## config.mk

```make
export PLATFORM = sky130hd
export DESIGN_NAME = acmp_core
export DESIGN_NICKNAME = d
export VERILOG_FILES = /design/src/include/acmp_pkg.sv /design/src/core/acmp_sync.sv /design/src/core/acmp_core.sv
export SDC_FILE = /design/constraint.sdc
export NUM_CORES = 1
export LEC_CHECK = 0
export BUFFER_PORTS_ARGS = -buffer_cell sky130_fd_sc_hd__buf_4
export CAP_MARGIN = 0
export CORE_MARGIN = 2
export CORE_UTILIZATION = 42
export DETAILED_ROUTE_END_ITERATION = 8
export GPL_TIMING_DRIVEN = 0
export PLACE_DENSITY = 0.81
export SLEW_MARGIN = 20
export SYNTH_ARGS = -nofsm -noshare
export SYNTH_HDL_FRONTEND = slang
export SYNTH_SLANG_ARGS = --single-unit
```

## constraint.sdc

```tcl
create_clock -name pclk -period 1.7 [get_ports pclk]
set_clock_uncertainty 0.1 [all_clocks]
set_input_delay 0.085 -clock pclk [delete_from_list [all_inputs] [get_ports pclk]]
set_output_delay 0.085 -clock pclk [all_outputs]
set_load 0.02 [all_outputs]
```

## src/include/acmp_pkg.sv

```systemverilog
package acmp_pkg;

    // ****************************************
    // Register map
    // ****************************************
    localparam logic [11:0] ADDR_CTRL_STATUS = 12'h000;
    localparam logic [11:0] ADDR_INPUT_OFF = 12'h004;
    localparam logic [11:0] ADDR_IRQ_STATUS = 12'h008;
    localparam logic [11:0] ADDR_IRQ_ENABLE = 12'h00c;
    localparam logic [11:0] ADDR_IRQ_CLEAR = 12'h010;
    localparam logic [11:0] ADDR_PIN_STATUS = 12'h014;
    localparam logic [11:0] ADDR_IRQ_ACK = 12'h018;

    // ****************************************
    // Control/status field positions
    // ****************************************
    localparam int BIT_POWER_OFF = 7;
    localparam int BIT_REF_SELECT = 6;
    localparam int BIT_SYNC_OUT = 5;
    localparam int BIT_EVENT_FLAG = 4;
    localparam int BIT_IRQ_ENABLE = 3;
    localparam int BIT_CAPTURE_ROUTE = 2;
    localparam int BIT_MODE_HI = 1;
    localparam int BIT_MODE_LO = 0;
    localparam int BIT_POS_OFF = 0;
    localparam int BIT_NEG_OFF = 1;

    // ****************************************
    // Reset values
    // ****************************************
    localparam logic [7:0] RST_CTRL = 8'h00;
    localparam logic [1:0] RST_INPUT_OFF = 2'h0;
    localparam logic [1:0] RST_IRQ_ENABLE = 2'h0;

    // ****************************************
    // Event modes
    // ****************************************
    localparam logic [1:0] MODE_TOGGLE = 2'h0;
    localparam logic [1:0] MODE_RESERVED = 2'h1;
    localparam logic [1:0] MODE_FALLING = 2'h2;
    localparam logic [1:0] MODE_RISING = 2'h3;

    // Interrupt-block event bits
    localparam int EV_CMP = 0;
    localparam int EV_PWR_CHANGE = 1;

endpackage : acmp_pkg

```

## src/core/acmp_sync.sv

```systemverilog
`timescale 1ns/1ps
module acmp_sync (
    input wire logic pclk,
    input wire logic presetn,
    input wire logic async_in,
    output logic sync_out
);
    logic stage1;

    // First stage feeds only the second
    always_ff @(posedge pclk or negedge presetn) begin
        if (!presetn) begin
            stage1 <= 1'b0;
            sync_out <= 1'b0;
        end else begin
            stage1 <= async_in;
            sync_out <= stage1;
        end
    end
endmodule : acmp_sync

```

## src/core/acmp_core.sv

```systemverilog
`timescale 1ns/1ps
// Functional notes
// - Raw result high when positive exceeds negative
// - Power-off bit removes comparator power anytime
// - Reference select picks bandgap or pin
// - Output synchronised, one to two cycles
// - Matching edge sets the event flag
// - Irq needs flag, local and global enable
// - Vector execution clears the event flag
// - Writing one clears flag, zero ignored
// - Mode 00 toggle, 10 fall, 11 rise
// - Route bit feeds timer capture front end
// - Route clear disconnects capture path entirely
// - Input-off bit forces pin read zero
module acmp_core (
    input wire logic pclk,
    input wire logic presetn,
    input wire logic psel,
    input wire logic penable,
    input wire logic pwrite,
    input wire logic [11:0] paddr,
    input wire logic [31:0] pwdata,
    input wire logic [3:0] pstrb,
    output logic [31:0] prdata,
    output logic pready,
    output logic pslverr,
    input wire logic cmp_raw_result,
    output logic cmp_power_off,
    output logic reference_select,
    input wire logic cmp_positive_pin,
    input wire logic cmp_negative_pin,
    input wire logic global_irq_enable,
    input wire logic irq_vector_ack,
    output logic cmp_irq,
    output logic capture_in,
    output logic [1:0] pin_read,
    output logic irq
);
    // ****************************************
    // Bus decode
    // ****************************************
    wire bus_access = psel && penable;
    wire wr_en = bus_access && pwrite && pstrb[0];
    wire hit_ctrl = paddr == acmp_pkg::ADDR_CTRL_STATUS;
    wire hit_off = paddr == acmp_pkg::ADDR_INPUT_OFF;
    wire hit_ists = paddr == acmp_pkg::ADDR_IRQ_STATUS;
    wire hit_ien = paddr == acmp_pkg::ADDR_IRQ_ENABLE;
    wire hit_iclr = paddr == acmp_pkg::ADDR_IRQ_CLEAR;
    wire hit_pin = paddr == acmp_pkg::ADDR_PIN_STATUS;
    wire hit_ack = paddr == acmp_pkg::ADDR_IRQ_ACK;
    wire mapped = hit_ctrl | hit_off | hit_ists | hit_ien | hit_iclr | hit_pin | hit_ack;
    wire wr_ctrl = wr_en && hit_ctrl;
    wire wr_off = wr_en && hit_off;
    wire wr_ien = wr_en && hit_ien;
    wire wr_iclr = wr_en && hit_iclr;

    assign pready = 1'b1;
    assign pslverr = bus_access && !mapped;

    // ****************************************
    // Control registers
    // ****************************************
    logic power_off_q;
    logic ref_sel_q;
    logic irq_en_q;
    logic route_q;
    logic [1:0] mode_q;
    logic [1:0] input_off_q;
    logic [1:0] int_en_q;

    always_ff @(posedge pclk or negedge presetn) begin
        if (!presetn) begin
            power_off_q <= acmp_pkg::RST_CTRL[acmp_pkg::BIT_POWER_OFF];
            ref_sel_q <= acmp_pkg::RST_CTRL[acmp_pkg::BIT_REF_SELECT];
            irq_en_q <= acmp_pkg::RST_CTRL[acmp_pkg::BIT_IRQ_ENABLE];
            route_q <= acmp_pkg::RST_CTRL[acmp_pkg::BIT_CAPTURE_ROUTE];
            mode_q <= acmp_pkg::RST_CTRL[acmp_pkg::BIT_MODE_HI:acmp_pkg::BIT_MODE_LO];
        end else if (wr_ctrl) begin
            power_off_q <= pwdata[acmp_pkg::BIT_POWER_OFF];
            ref_sel_q <= pwdata[acmp_pkg::BIT_REF_SELECT];
            irq_en_q <= pwdata[acmp_pkg::BIT_IRQ_ENABLE];
            route_q <= pwdata[acmp_pkg::BIT_CAPTURE_ROUTE];
            mode_q <= pwdata[acmp_pkg::BIT_MODE_HI:acmp_pkg::BIT_MODE_LO];
        end
    end

    always_ff @(posedge pclk or negedge presetn) begin
        if (!presetn) begin
            input_off_q <= acmp_pkg::RST_INPUT_OFF;
            int_en_q <= acmp_pkg::RST_IRQ_ENABLE;
        end else begin
            if (wr_off) begin
                input_off_q <= pwdata[1:0];
            end
            if (wr_ien) begin
                int_en_q <= pwdata[1:0];
            end
        end
    end

    // Analog controls straight from register bits
    assign cmp_power_off = power_off_q;
    assign reference_select = ref_sel_q;

    // ****************************************
    // Output synchroniser and edge detection
    // ****************************************
    logic sync_out;
    logic sync_prev;
    logic cmp_sync_out;

    // A powered-off comparator reads low, so no stale level survives power-off
    acmp_sync u_sync (
        .pclk(pclk),
        .presetn(presetn),
        .async_in(cmp_raw_result && !power_off_q),
        .sync_out(sync_out)
    );

    always_ff @(posedge pclk or negedge presetn) begin
        if (!presetn) begin
            sync_prev <= 1'b0;
        end else begin
            sync_prev <= sync_out;
        end
    end

    assign cmp_sync_out = sync_out;

    wire rise = sync_out && !sync_prev;
    wire fall = !sync_out && sync_prev;
    logic event_hit;

    always_comb begin
        unique case (mode_q)
            acmp_pkg::MODE_TOGGLE: event_hit = rise | fall;
            acmp_pkg::MODE_FALLING: event_hit = fall;
            acmp_pkg::MODE_RISING: event_hit = rise;
            acmp_pkg::MODE_RESERVED: event_hit = 1'b0;
        endcase
    end

    // ****************************************
    // Event flag
    // ****************************************
    logic cmp_event_flag;
    wire flag_clr_sw = wr_ctrl && pwdata[acmp_pkg::BIT_EVENT_FLAG];
    wire ack_pulse = irq_vector_ack || (wr_en && hit_ack);
    wire flag_clr = flag_clr_sw || (ack_pulse && cmp_irq);
    wire next_flag = event_hit ? 1'b1 : (flag_clr ? 1'b0 : cmp_event_flag);

    always_ff @(posedge pclk or negedge presetn) begin
        if (!presetn) begin
            cmp_event_flag <= 1'b0;
        end else begin
            cmp_event_flag <= next_flag;
        end
    end

    assign cmp_irq = cmp_event_flag && irq_en_q && global_irq_enable;

    // ****************************************
    // Capture routing and pin reads
    // ****************************************
    assign capture_in = route_q ? sync_out : 1'b0;

    logic [1:0] pin_sync1;
    logic [1:0] pin_sync2;

    always_ff @(posedge pclk or negedge presetn) begin
        if (!presetn) begin
            pin_sync1 <= 2'h0;
            pin_sync2 <= 2'h0;
        end else begin
            pin_sync1 <= {cmp_negative_pin, cmp_positive_pin};
            pin_sync2 <= pin_sync1;
        end
    end

    genvar gi;
    generate
        for (gi = 0; gi < 2; gi++) begin : g_pin
            assign pin_read[gi] = pin_sync2[gi] && !input_off_q[gi];
        end
    endgenerate

    // ****************************************
    // Interrupt status block
    // ****************************************
    logic [1:0] int_status;
    logic [1:0] int_events;
    assign int_events[acmp_pkg::EV_CMP] = event_hit;
    assign int_events[acmp_pkg::EV_PWR_CHANGE] = wr_ctrl && (pwdata[acmp_pkg::BIT_POWER_OFF] != power_off_q);
    wire [1:0] int_clr = wr_iclr ? pwdata[1:0] : 2'h0;

    always_ff @(posedge pclk or negedge presetn) begin
        if (!presetn) begin
            int_status <= 2'h0;
        end else begin
            // Set wins over a simultaneous clear
            int_status <= int_events | (int_status & ~int_clr);
        end
    end

    assign irq = |(int_status & int_en_q);

    // ****************************************
    // Read data
    // ****************************************
    wire [7:0] ctrl_rd = {power_off_q, ref_sel_q, cmp_sync_out, cmp_event_flag, irq_en_q, route_q, mode_q};
    logic [31:0] rd_mux;

    always_comb begin
        rd_mux = 32'h0;
        if (hit_ctrl) begin
            rd_mux = {24'h0, ctrl_rd};
        end else if (hit_off) begin
            rd_mux = {30'h0, input_off_q};
        end else if (hit_ists) begin
            rd_mux = {30'h0, int_status};
        end else if (hit_ien) begin
            rd_mux = {30'h0, int_en_q};
        end else if (hit_pin) begin
            rd_mux = {30'h0, pin_read};
        end
    end

    always_ff @(posedge pclk or negedge presetn) begin
        if (!presetn) begin
            prdata <= 32'h0;
        end else if (psel && !penable && !pwrite) begin
            prdata <= rd_mux;
        end
    end
endmodule : acmp_core

```

==> run_results.csv, run 1 <==
group,metric,value,unit
sta,fmax,561,MHz
drt,route.detailed.drc,0,
drt,dr.pass1.iters,4,
worst_setup_path,startpoint_type,"primary input",
clocking,cts_buffers,3,
worst_setup_path,regToRegEndpoint,"prdata[1]",
die,die_x,64.1,µm
layout,drive_gt1_share,43.9,%
yosys,synth_seq_cells,28,
power_and_ir_drop,cellPowerDensity,617,nW/µm²
power_and_ir_drop,pwr-share-seq,49.4,%
yosys,synth_area,1520,µm²
drt,drt_iter0_markers,57,
die,die_area,4110,µm²
placement,gp_congestion,0.801,
yosys,syn_inst,135,
placement,postPlaceCellArea,2000,µm²
power_and_ir_drop,p_leak,0.00116,µW
clocking,h-tree-depth,1,
outcome,status,"finished, violations left",
worst_setup_path,critPathKind,"primary input to primary output",
die,die_h,64.1,µm
worst_setup_path,r2r_setup_slack,0.26,ns
clocking,clk-insertion-delay-late,0.33,ns
global_route,overflow,0,
layout,fin_nets,282,
worst_setup_path,r2r-start,"input_off_q[1]",
global_route,grt_util_all_layers,16.1,%
worst_setup_path,crit_arrival,1.60,ns
global_route,grt_max_degree,29,
yosys,yosysWarnings,0,
drt,routed_wl,3.19,mm
drt,viasPerCell,4.56,
drt,vias,1217,
worst_setup_path,crit_required,1.51,ns
global_route,grt_antenna_before_repair,0,
die,start_util,44.4,%
worst_hold_path,min_path_type,"primary input to asynchronous set/reset pin",
outcome,violations,"setup timing",
power_and_ir_drop,p_clk_share,31.9,%
die,num_rows,21,
die,core_area,3420,µm²
clocking,cts_tree,"built",
sta,period_needed,1.78,ns
power_and_ir_drop,internal_power,1040,µW
clocking,clock_path_buffers,2,
global_route,grt_pass1_vias,1175,
drt,wl_per_cell,11.9,µm
worst_setup_path,endpoint_kind,"primary output",
sta,setup_ws,-0.0838,ns
sta,setup_viol,7,
yosys,ys_seq_area_share,46.2,%
placement,port_buffers,45,
run,cap_violations,0,
layout,fin_area,2230,µm²
power_and_ir_drop,p_sw,332,µW
power_and_ir_drop,swShare,24.2,%
layout,mostFrequentLayoutCells,"70 x buf_4, 28 x dfrtp_1, 25 x conb_1",
layout,num_antenna_cells,0,
worst_setup_path,crit_path_start,"paddr[10]",
worst_setup_path,path_max_fanout,5,
layout,syn_to_final_growth,46.8,%
yosys,synth_cell_types,37,
power_and_ir_drop,peakVddDrop,0.573,mV
layout,layout_commonest_cell,"buf_4",
clocking,path_clk_slew,0.15,ns
sta,final.period_utilization,105,%
placement,dpl.hpwl,2.33,mm
sta,drv_slew,0,
sta,rsz0062_at_grt,"true",
power_and_ir_drop,combPwrFrac,18.6,%
drt,ant_nets,0,
global_route,grt_pass1_wl,5.22,mm
layout,finalCoreUtilization,65.2,%
clocking,root_buffer,"clkbuf_4",
sta,hold_viol,0,
clocking,clock-sinks,28,
yosys,syn_area_per_cell,11.2,µm²
die,io_pins,99,
worst_setup_path,worstRegToRegCells,4,
-- through the flow --
step                      TNS (ns)  setup WS [ns]  instances  power (µW)  hold WS (ns)
after floorplan              -3.17         -0.301        158         830        -0.311
after global placement       -8.01         -0.483        249         913       -0.0851
after detailed placement     -8.29         -0.494        249         915       -0.0828
after CTS                   -0.802        -0.0734        264        1380       0.00267
after global routing        -0.120        -0.0992        267        1440        0.0892
final                       -0.134        -0.0838        267        1370        0.0732
-- routing by layer --
| layer | part of all wire [%] | GRT usage [%] |
|---|---|---|
| met4 | 0.38 | 2.66 |
| met1 | 41 | 20.4 |
| met2 | 52 | 27.6 |
| met3 | 6.0 | 4.58 |
| met5 | 0 | 0 |
-- how the worst max path moves through the flow --
stage | endpoint | slack (ns) | depth (start not counted)
after floorplan | cmp_power_off | -0.30 | 5
after global placement | input_off_q[0] | -0.48 | 5
after detailed placement | input_off_q[1] | -0.49 | 5
after CTS | pslverr | -0.07 | 6
after global routing | pslverr | -0.1 | 6
final | pslverr | -0.08 | 6
-- worst max-delay path, cell delays in order --
cell	delay, ns
buf_6	0.09
or4_4	0.52
or3_4	0.41
a31o_4	0.22
and3_4	0.15
buf_6	0.12
-- synth_stat cells --
master / count / area, µm²
dfrtp_1: 28 / 701
buf_4: 25 / 188
a22o_1: 7 / 61.3
mux2_4: 6 / 90.1
mux2i_1: 5 / 50.1
nand2_1: 5 / 18.8
nor2_1: 5 / 18.8
nor2b_1: 5 / 31.3
clkbuf_1: 4 / 15.0
mux2_2: 4 / 45.0
o21ai_0: 4 / 20.0
nand4_1: 3 / 18.8
nor4_1: 3 / 18.8
a31o_2: 2 / 17.5
and3_1: 2 / 12.5
conb_1: 2 / 7.51
ha_1: 2 / 25.0
inv_1: 2 / 7.51
or3_1: 2 / 12.5
or3_4: 2 / 22.5
a21o_1: 1 / 7.51
a21oi_1: 1 / 5.00
a41oi_1: 1 / 8.76
and2_1: 1 / 6.26
and4bb_2: 1 / 12.5
buf_6: 1 / 11.3
nand3_1: 1 / 5.00
nand4b_1: 1 / 8.76
nor3_1: 1 / 5.00
nor3b_1: 1 / 7.51
o211ai_1: 1 / 7.51
o2bb2ai_1: 1 / 8.76
o41ai_1: 1 / 8.76
or2_2: 1 / 6.26
or4_1: 1 / 7.51
or4_4: 1 / 11.3
xnor2_1: 1 / 8.76
-- cell type report --
class                           count  area, µm²
Fill cell                         284       1190
Multi-Input combinational cell     98        716
Sequential cell                    28        701
Timing Repair Buffer               60        492
Buffer                             29        203
Tap cell                           46       57.6
Clock inverter                      1       30.0
Clock buffer                        3       22.5
Inverter                            2       7.51
-- power by group through the flow --
| stage | clock network (µW) | registers, µW | logic [µW] |
|---|---|---|---|
| after floorplan | 0 | 691 | 139 |
| after global placement | 0 | 691 | 221 |
| after detailed placement | 0 | 691 | 223 |
| after CTS | 453 | 680 | 250 |
| after global routing | 481 | 681 | 278 |
| final | 439 | 679 | 256 |
-- cells by family (layout without fill, tap and decap cells) --
kind of cell	count (synthesis)	in the layout	share of synthesized area (%)
other	2	25	0.495
buffers and inverters	32	95	14.6
flip-flops	28	28	46.2
adder cells (fa/ha/maj)	2	2	1.65
AND/OR/NAND/NOR	36	36	14.8
multiplexers	15	15	12.2
XOR/XNOR	1	1	0.577
AO/OA/AOI/OAI	19	19	9.56
-- registers in the layout, summed over array words and instances (netlist names) --
name / cells
cmp_event_flag: 1
cmp_power_off: 1
input_off_q: 2
int_en_q: 2
int_status: 2
irq_en_q: 1
mode_q: 2
pin_sync1: 2
pin_sync2: 2
prdata: 8
reference_select: 1
route_q: 1
sync_prev: 1
u_sync.stage1: 1
u_sync.sync_out: 1
-- timing repair --
action,CTS,global route
hold buffers,11,1
resized for setup,6,2
endpoints found under the hold margin,44,1
buffers inserted,1,2
pin swaps,4,2
endpoints found under the setup margin,15,16
No activity file was read; power rests on OpenSTA's default activity.
==> inputs of run 2 (changes only) <==
==> constraint.sdc (replaced) <==
create_clock -name pclk -period 1.7 [get_ports pclk]
set_clock_uncertainty 0.1 [all_clocks]
set_input_delay 0.17 -clock pclk [delete_from_list [all_inputs] [get_ports pclk]]
set_output_delay 0.17 -clock pclk [all_outputs]
set_load 0.02 [all_outputs]
==> run 2 against run 1 <==
Net effect: the run still ends with setup timing left; cell area hardly changed; via count is 0.74% higher; clock power hardly changed; global-route usage is 0.24 points lower; setup slack worse by 0.19 ns; utilization hardly changed; die area stayed put; count of clock-buffer cells in the layout stayed put; highest routed layer unchanged; sequential cell count stayed put; worst hold slack better by 0.013 ns; register-to-register slack worse by 0.04 ns; power is 0.31% lower.
==> run_results.csv, run 2 (synthesis results as in run 1) <==
group,metric,value,unit
power_and_ir_drop,swShare,24.1,%
drt,wl_per_cell,12.3,µm
sta,fmax,507,MHz
sta,rsz0062_at_grt,"true",
worst_setup_path,startpoint_type,"primary input",
layout,largest_reg_flops,8,
drt,routed_wl,3.26,mm
global_route,grt_antenna_before_repair,0,
clocking,clk-insertion-delay-late,0.34,ns
sta,hold_viol,0,
worst_hold_path,worstHoldStart,"irq_vector_ack",
clocking,path_clk_slew,0.16,ns
die,start_util,44.4,%
placement,gp_congestion,0.834,
clocking,h-tree-depth,1,
power_and_ir_drop,p_leak,0.00116,µW
worst_setup_path,crit_required,1.83,ns
clocking,clock-sinks,28,
die,die_area,4110,µm²
worst_setup_path,worstRegToRegCells,3,
layout,layout_commonest_cell,"buf_4",
worst_setup_path,critPathKind,"primary input to flip-flop",
layout,stdcell_count,265,
drt,drt_iter0_markers,64,
sta,final.period_utilization,116,%
die,io_pins,99,
layout,fin_nets,280,
worst_setup_path,r2r-start,"irq_en_q",
outcome,violations,"setup timing",
global_route,grt_util_all_layers,15.8,%
layout,mostFrequentLayoutCells,"69 x buf_4, 28 x dfrtp_1, 25 x conb_1",
power_and_ir_drop,p_clk_share,31.9,%
sta,setup_ws,-0.274,ns
worst_hold_path,min_path_type,"primary input to flip-flop",
die,die_x,64.1,µm
worst_setup_path,crit_arrival,2.10,ns
layout,num_antenna_cells,0,
global_route,grt_max_degree,29,
layout,finalCoreUtilization,65.2,%
placement,dpl.hpwl,2.34,mm
worst_setup_path,crit_path_start,"paddr[9]",
outcome,status,"finished, violations left",
clocking,root_buffer,"clkbuf_4",
die,num_rows,21,
placement,postPlaceCellArea,2000,µm²
global_route,grt_pass1_vias,1183,
die,core_area,3420,µm²
worst_hold_path,hold_depth,3,
die,die_h,64.1,µm
drt,route.detailed.drc,0,
sta,drv_slew,0,
clocking,cts_buffers,3,
run,cap_violations,0,
drt,ant_nets,0,
worst_setup_path,path_max_fanout,7,
power_and_ir_drop,peakVddDrop,0.533,mV
sta,period_needed,1.97,ns
layout,syn_to_final_growth,46.7,%
drt,vias,1226,
drt,viasPerCell,4.63,
power_and_ir_drop,internal_power,1040,µW
clocking,cts_tree,"built",
power_and_ir_drop,p_sw,331,µW
placement,dpl.cell_count,249,
layout,largest-register,"prdata",
power_and_ir_drop,combPwrFrac,18.5,%
global_route,overflow,0,
sta,setup_viol,12,
global_route,grt_pass1_wl,5.11,mm
power_and_ir_drop,pwr-share-seq,49.6,%
placement,port_buffers,45,
worst_setup_path,endpoint_kind,"flip-flop",
clocking,clock_path_buffers,2,
drt,dr.pass1.iters,4,
sta,hold-worst-slack,0.0866,ns
layout,drive_gt1_share,45.7,%
power_and_ir_drop,cellPowerDensity,615,nW/µm²
layout,fin_area,2230,µm²
==> run 2: cell count changes in the layout (fill, tap and decap cells not counted), sizes merged <==
cell	before	now
dlygate4sd3	12	10
==> run 2: repair_timing <==
| item | in CTS | in global routing |
|---|---|---|
| pin swaps | 3 | 7 |
| resized for setup | 6 | 5 |
| endpoints found under the hold margin | 36 | 1 |
| setup endpoints to repair | 19 | 13 |
| gates cloned | 0 | 0 |
| buffers inserted | 1 | 2 |
| hold buffers | 9 | 1 |
==> run 2: critical path, stage by stage <==
cell	delay, ns
buf_6	0.09
or4_4	0.54
or3_4	0.42
buf_4	0.15
or3_4	0.41
mux2_4	0.32
==> run 2: worst paths after layout <==
check / to / slack, ns
worst max-delay path: reference_select / -0.27
worst min-delay path: cmp_event_flag / 0.09
worst max register to register: cmp_event_flag / 0.22
worst min register to register: u_sync.sync_out / 0.28
max in group asynchronous: reference_select / 1.06
min in group asynchronous: prdata[6] / 0.17
==> run 2: metal layers <==
layer  track usage, %  share of wire (%)  wire, µm  vias to the layer above
met1             18.7                 36      1190                      579
met2             29.0                 57      1840                       43
met3             4.05                6.0       197                        4
met5                0                  0         0                        -
met4             2.93               0.95        31                        0
li1                 -                  -         -                      600
==> run 2: power by group through the flow <==
stage          clock [µW]  sequential, µW  combinational (µW)
2_1_floorplan           0             691                 140
3_3_place_gp            0             691                 222
3_5_place_dp            0             692                 225
4_1_cts               446             680                 246
5_1_grt               477             681                 274
6_report              437             679                 254
==> run 2: area by class of cell <==
type,instances,area [µm²]
sequential,28,701
fill,276,1190
buffer,29,203
timing repair buffer,58,475
clock inverter,1,30.0
clock buffer,3,22.5
multi-input combinational,98,731
tap,46,57.6
inverter,2,7.51
==> run 2: metrics by stage <==
step,setup TNS [ns],worst slack [ns],total power (µW)
global route,-2.32,-0.281,1430
CTS,-1.37,-0.252,1370
global placement,-9.75,-0.546,913
detailed placement,-10.10,-0.561,917
finish,-2.04,-0.274,1370
floorplan,-4.76,-0.386,831
==> inputs of run 3 (changes only) <==
--- a/config.mk
+++ b/config.mk
@@ -11,8 +11,9 @@
 export CORE_UTILIZATION = 42
 export DETAILED_ROUTE_END_ITERATION = 8
 export GPL_TIMING_DRIVEN = 0
-export PLACE_DENSITY = 0.81
+export PLACE_DENSITY = 0.8
 export SLEW_MARGIN = 20
 export SYNTH_ARGS = -nofsm -noshare
 export SYNTH_HDL_FRONTEND = slang
+export SYNTH_HIERARCHICAL = 1
 export SYNTH_SLANG_ARGS = --single-unit
==> constraint.sdc (replaced) <==
create_clock -name pclk -period 1.9 [get_ports pclk]
set_clock_uncertainty 0.1 [all_clocks]
set_input_delay 0.19 -clock pclk [delete_from_list [all_inputs] [get_ports pclk]]
set_output_delay 0.19 -clock pclk [all_outputs]
set_load 0.02 [all_outputs]
==> run 3 against run 2 <==
Net effect: the flow now finishes without violations; sequential share of layout area increased by 1.3 points; setup slack better by 0.45 ns; sequential power is 9.3% lower; clock power grew 6.6%; die area grew 2.3%; worst hold slack worse by 0.063 ns; power decreased by 3.8%; non-clock buffer count down 12; final cell count is 1.5% higher; sequential cell count unchanged; via count is 1.2% higher; cell area fell by 3.9%.
==> run_results.csv, run 3 <==
group,metric,value,unit
yosys,synthArstFlopShare,100,%
yosys,yosysWarnings,6,
clocking,cts_tree,"built",
die,io_pins,99,
power_and_ir_drop,p_leak,0.00114,µW
outcome,status,"complete, no violations",
yosys,yosys.cell_count.top_type,"dfrtp_1",
worst_setup_path,startpoint_type,"primary input",
global_route,grt_antenna_before_repair,0,
worst_setup_path,r2r_setup_slack,0.47,ns
yosys,synth_top_cells_by_count,"28 x dfrtp_1, 26 x buf_4, 8 x a21oi_1, 8 x a22o_1, 7 x inv_1",
worst_hold_path,min_path_type,"primary input to flip-flop",
clocking,clock_path_buffers,2,
drt,ant_nets,0,
drt,dr.pass1.iters,4,
yosys,synth_flop_cell,"dfrtp_1",
sta,fmax,580,MHz
yosys,netlist.area_leader.share,45.1,%
run,cap_violations,0,
placement,gp_congestion,0.801,
layout,layout_commonest_cell,"buf_4",
die,num_rows,22,
layout,mostFrequentLayoutCells,"71 x buf_4, 28 x dfrtp_1, 25 x conb_1",
drt,wl_per_cell,11.3,µm
yosys,syn_inst,146,
clocking,cts_buffers,3,
sta,setup_viol,0,
drt,viasPerCell,4.61,
power_and_ir_drop,internal_power,1000,µW
sta,rsz0062_at_grt,"false",
drt,route.detailed.drc,0,
power_and_ir_drop,pwr-share-seq,46.7,%
yosys,syn_area_per_cell,10.7,µm²
sta,period_needed,1.73,ns
yosys,synth_edf_count,0,
clocking,post_cts_buffers,0,
yosys,synth_cell_types,34,
placement,dpl.cell_count,262,
global_route,grt_util_all_layers,15.2,%
yosys,yosys.area.top_type,"dfrtp_1",
drt,vias,1241,
die,core_area,3610,µm²
worst_setup_path,crit_arrival,1.44,ns
layout,stdcell_count,269,
die,start_util,43.1,%
sta,final.period_utilization,90.8,%
placement,dpl.hpwl,2.37,mm
global_route,grt_max_degree,29,
worst_setup_path,critPathKind,"primary input to primary output",
clocking,root_buffer,"clkbuf_8",
layout,num_antenna_cells,0,
worst_setup_path,endpoint_kind,"primary output",
yosys,synth_area,1560,µm²
yosys,synthTopCellsByArea,"dfrtp_1 45%, buf_4 13%, a22o_1 4.5%, mux2_1 3.6%, mux2_2 2.9%",
layout,syn_to_final_growth,37.7,%
worst_setup_path,crit_required,1.61,ns
worst_setup_path,path_max_fanout,4,
clocking,clock-sinks,28,
global_route,overflow,0,
power_and_ir_drop,cellPowerDensity,616,nW/µm²
drt,routed_wl,3.05,mm
sta,finalSetupTns,0,ns
clocking,clk-insertion-delay-late,0.28,ns
die,die_area,4210,µm²
power_and_ir_drop,p_sw,315,µW
clocking,path_clk_slew,0.10,ns
global_route,grt_pass1_vias,1120,
drt,drt_iter0_markers,23,
placement,port_buffers,45,
power_and_ir_drop,peakVddDrop,0.439,mV
sta,hold_viol,0,
sta,drv_slew,0,
power_and_ir_drop,swShare,23.9,%
die,die_h,64.9,µm
global_route,grt_pass1_wl,5.04,mm
layout,drive_gt1_share,38.9,%
yosys,synth_seq_cells,28,
die,die_x,64.9,µm
power_and_ir_drop,combPwrFrac,17.9,%
layout,largest-register,"prdata",
yosys,ys_seq_area_share,45.1,%
clocking,h-tree-depth,1,
layout,largest_reg_flops,8,
layout,fin_nets,282,
power_and_ir_drop,p_clk_share,35.3,%
power_and_ir_drop,power,1320,µW
==> run 3: cell count changes in the layout (fill, tap and decap cells not counted), sizes merged, moves of 3 or more <==
cell,change
or3,-4
and4,+3
nand2b,+3
a21oi,+7
mux2i,-5
nor3,+4
clkbuf,-3
inv,+5
dlygate4sd3,-7
and3,+3
==> run 3: final timing paths <==
check                                start             to  cells after the start
max in group asynchronous          presetn      prdata[0]                      2
min in group asynchronous          presetn   pin_sync1[0]                      2
min reg2reg                   pin_sync1[0]   pin_sync2[0]                      0
min                         cmp_raw_result  u_sync/stage1                      2
max reg2reg                u_sync/sync_out  int_status[0]                      5
max                               paddr[1]        pslverr                      5
==> run 3: worst max-delay path: stages <==
cell	delay, ns
buf_4	0.11
or4_4	0.53
nor3b_2	0.31
a21oi_1	0.12
buf_4	0.17
==> run 3: routing by layer <==
layer  vias up  part of all wire [%]  GRT usage [%]
li1        617                     -              -
met1       577                    44           19.6
met2        45                    48           25.8
met3         2                   7.4           3.82
met4         0                  0.62           3.19
met5         -                     0              0
==> run 3: cells by family (layout without fill, tap and decap cells) <==
logic type                 Yosys count  after routing  synth area share [%]
AOI/OAI and AO/OA                   23             23                  10.3
DFF                                 28             28                  45.1
and+or+nand+nor                     45             45                  19.1
xor gates and xnor gates             1              1                 0.563
muxes                               11             11                  8.45
adders and majority gates            2              2                  1.61
other                                2             25                 0.483
buffers and inverters               34             86                  14.5
==> run 3: metrics by stage <==
stage	hold slack [ns]	utilization [%]	area [µm²]	worst slack (ns)
detailed placement	0.0230	56.6	2040	-0.0723
global placement	0.0241	56.6	2040	-0.0412
global route	0.0174	59.4	2140	0.0407
finish	0.0231	59.4	2140	0.174
CTS	0.0237	59.4	2140	0.182
floorplan	-0.206	-	1640	0.167
==> run 3: final cells by class <==
cell class | count | area, µm²
fill | 310 | 1470
multi-input combinational | 107 | 716
sequential | 28 | 701
timing repair buffer | 48 | 368
buffer | 27 | 199
tap | 48 | 60.1
clock buffer | 3 | 41.3
clock inverter | 1 | 30.0
inverter | 7 | 26.3
==> run 3: power by group through the flow <==
stage	clock [µW]	combinational [µW]	sequential, µW
3_5_place_dp	0	231	628
6_report	466	236	616
2_1_floorplan	0	127	636
5_1_grt	493	258	617
4_1_cts	471	236	616
3_3_place_gp	0	229	628
==> run 3: timing repair <==
item / CTS / global route
gates resized for setup: 0 / 0
hold endpoints to repair: 30 / 0
setup endpoints to repair: 0 / 0
hold buffers: 3 / 0
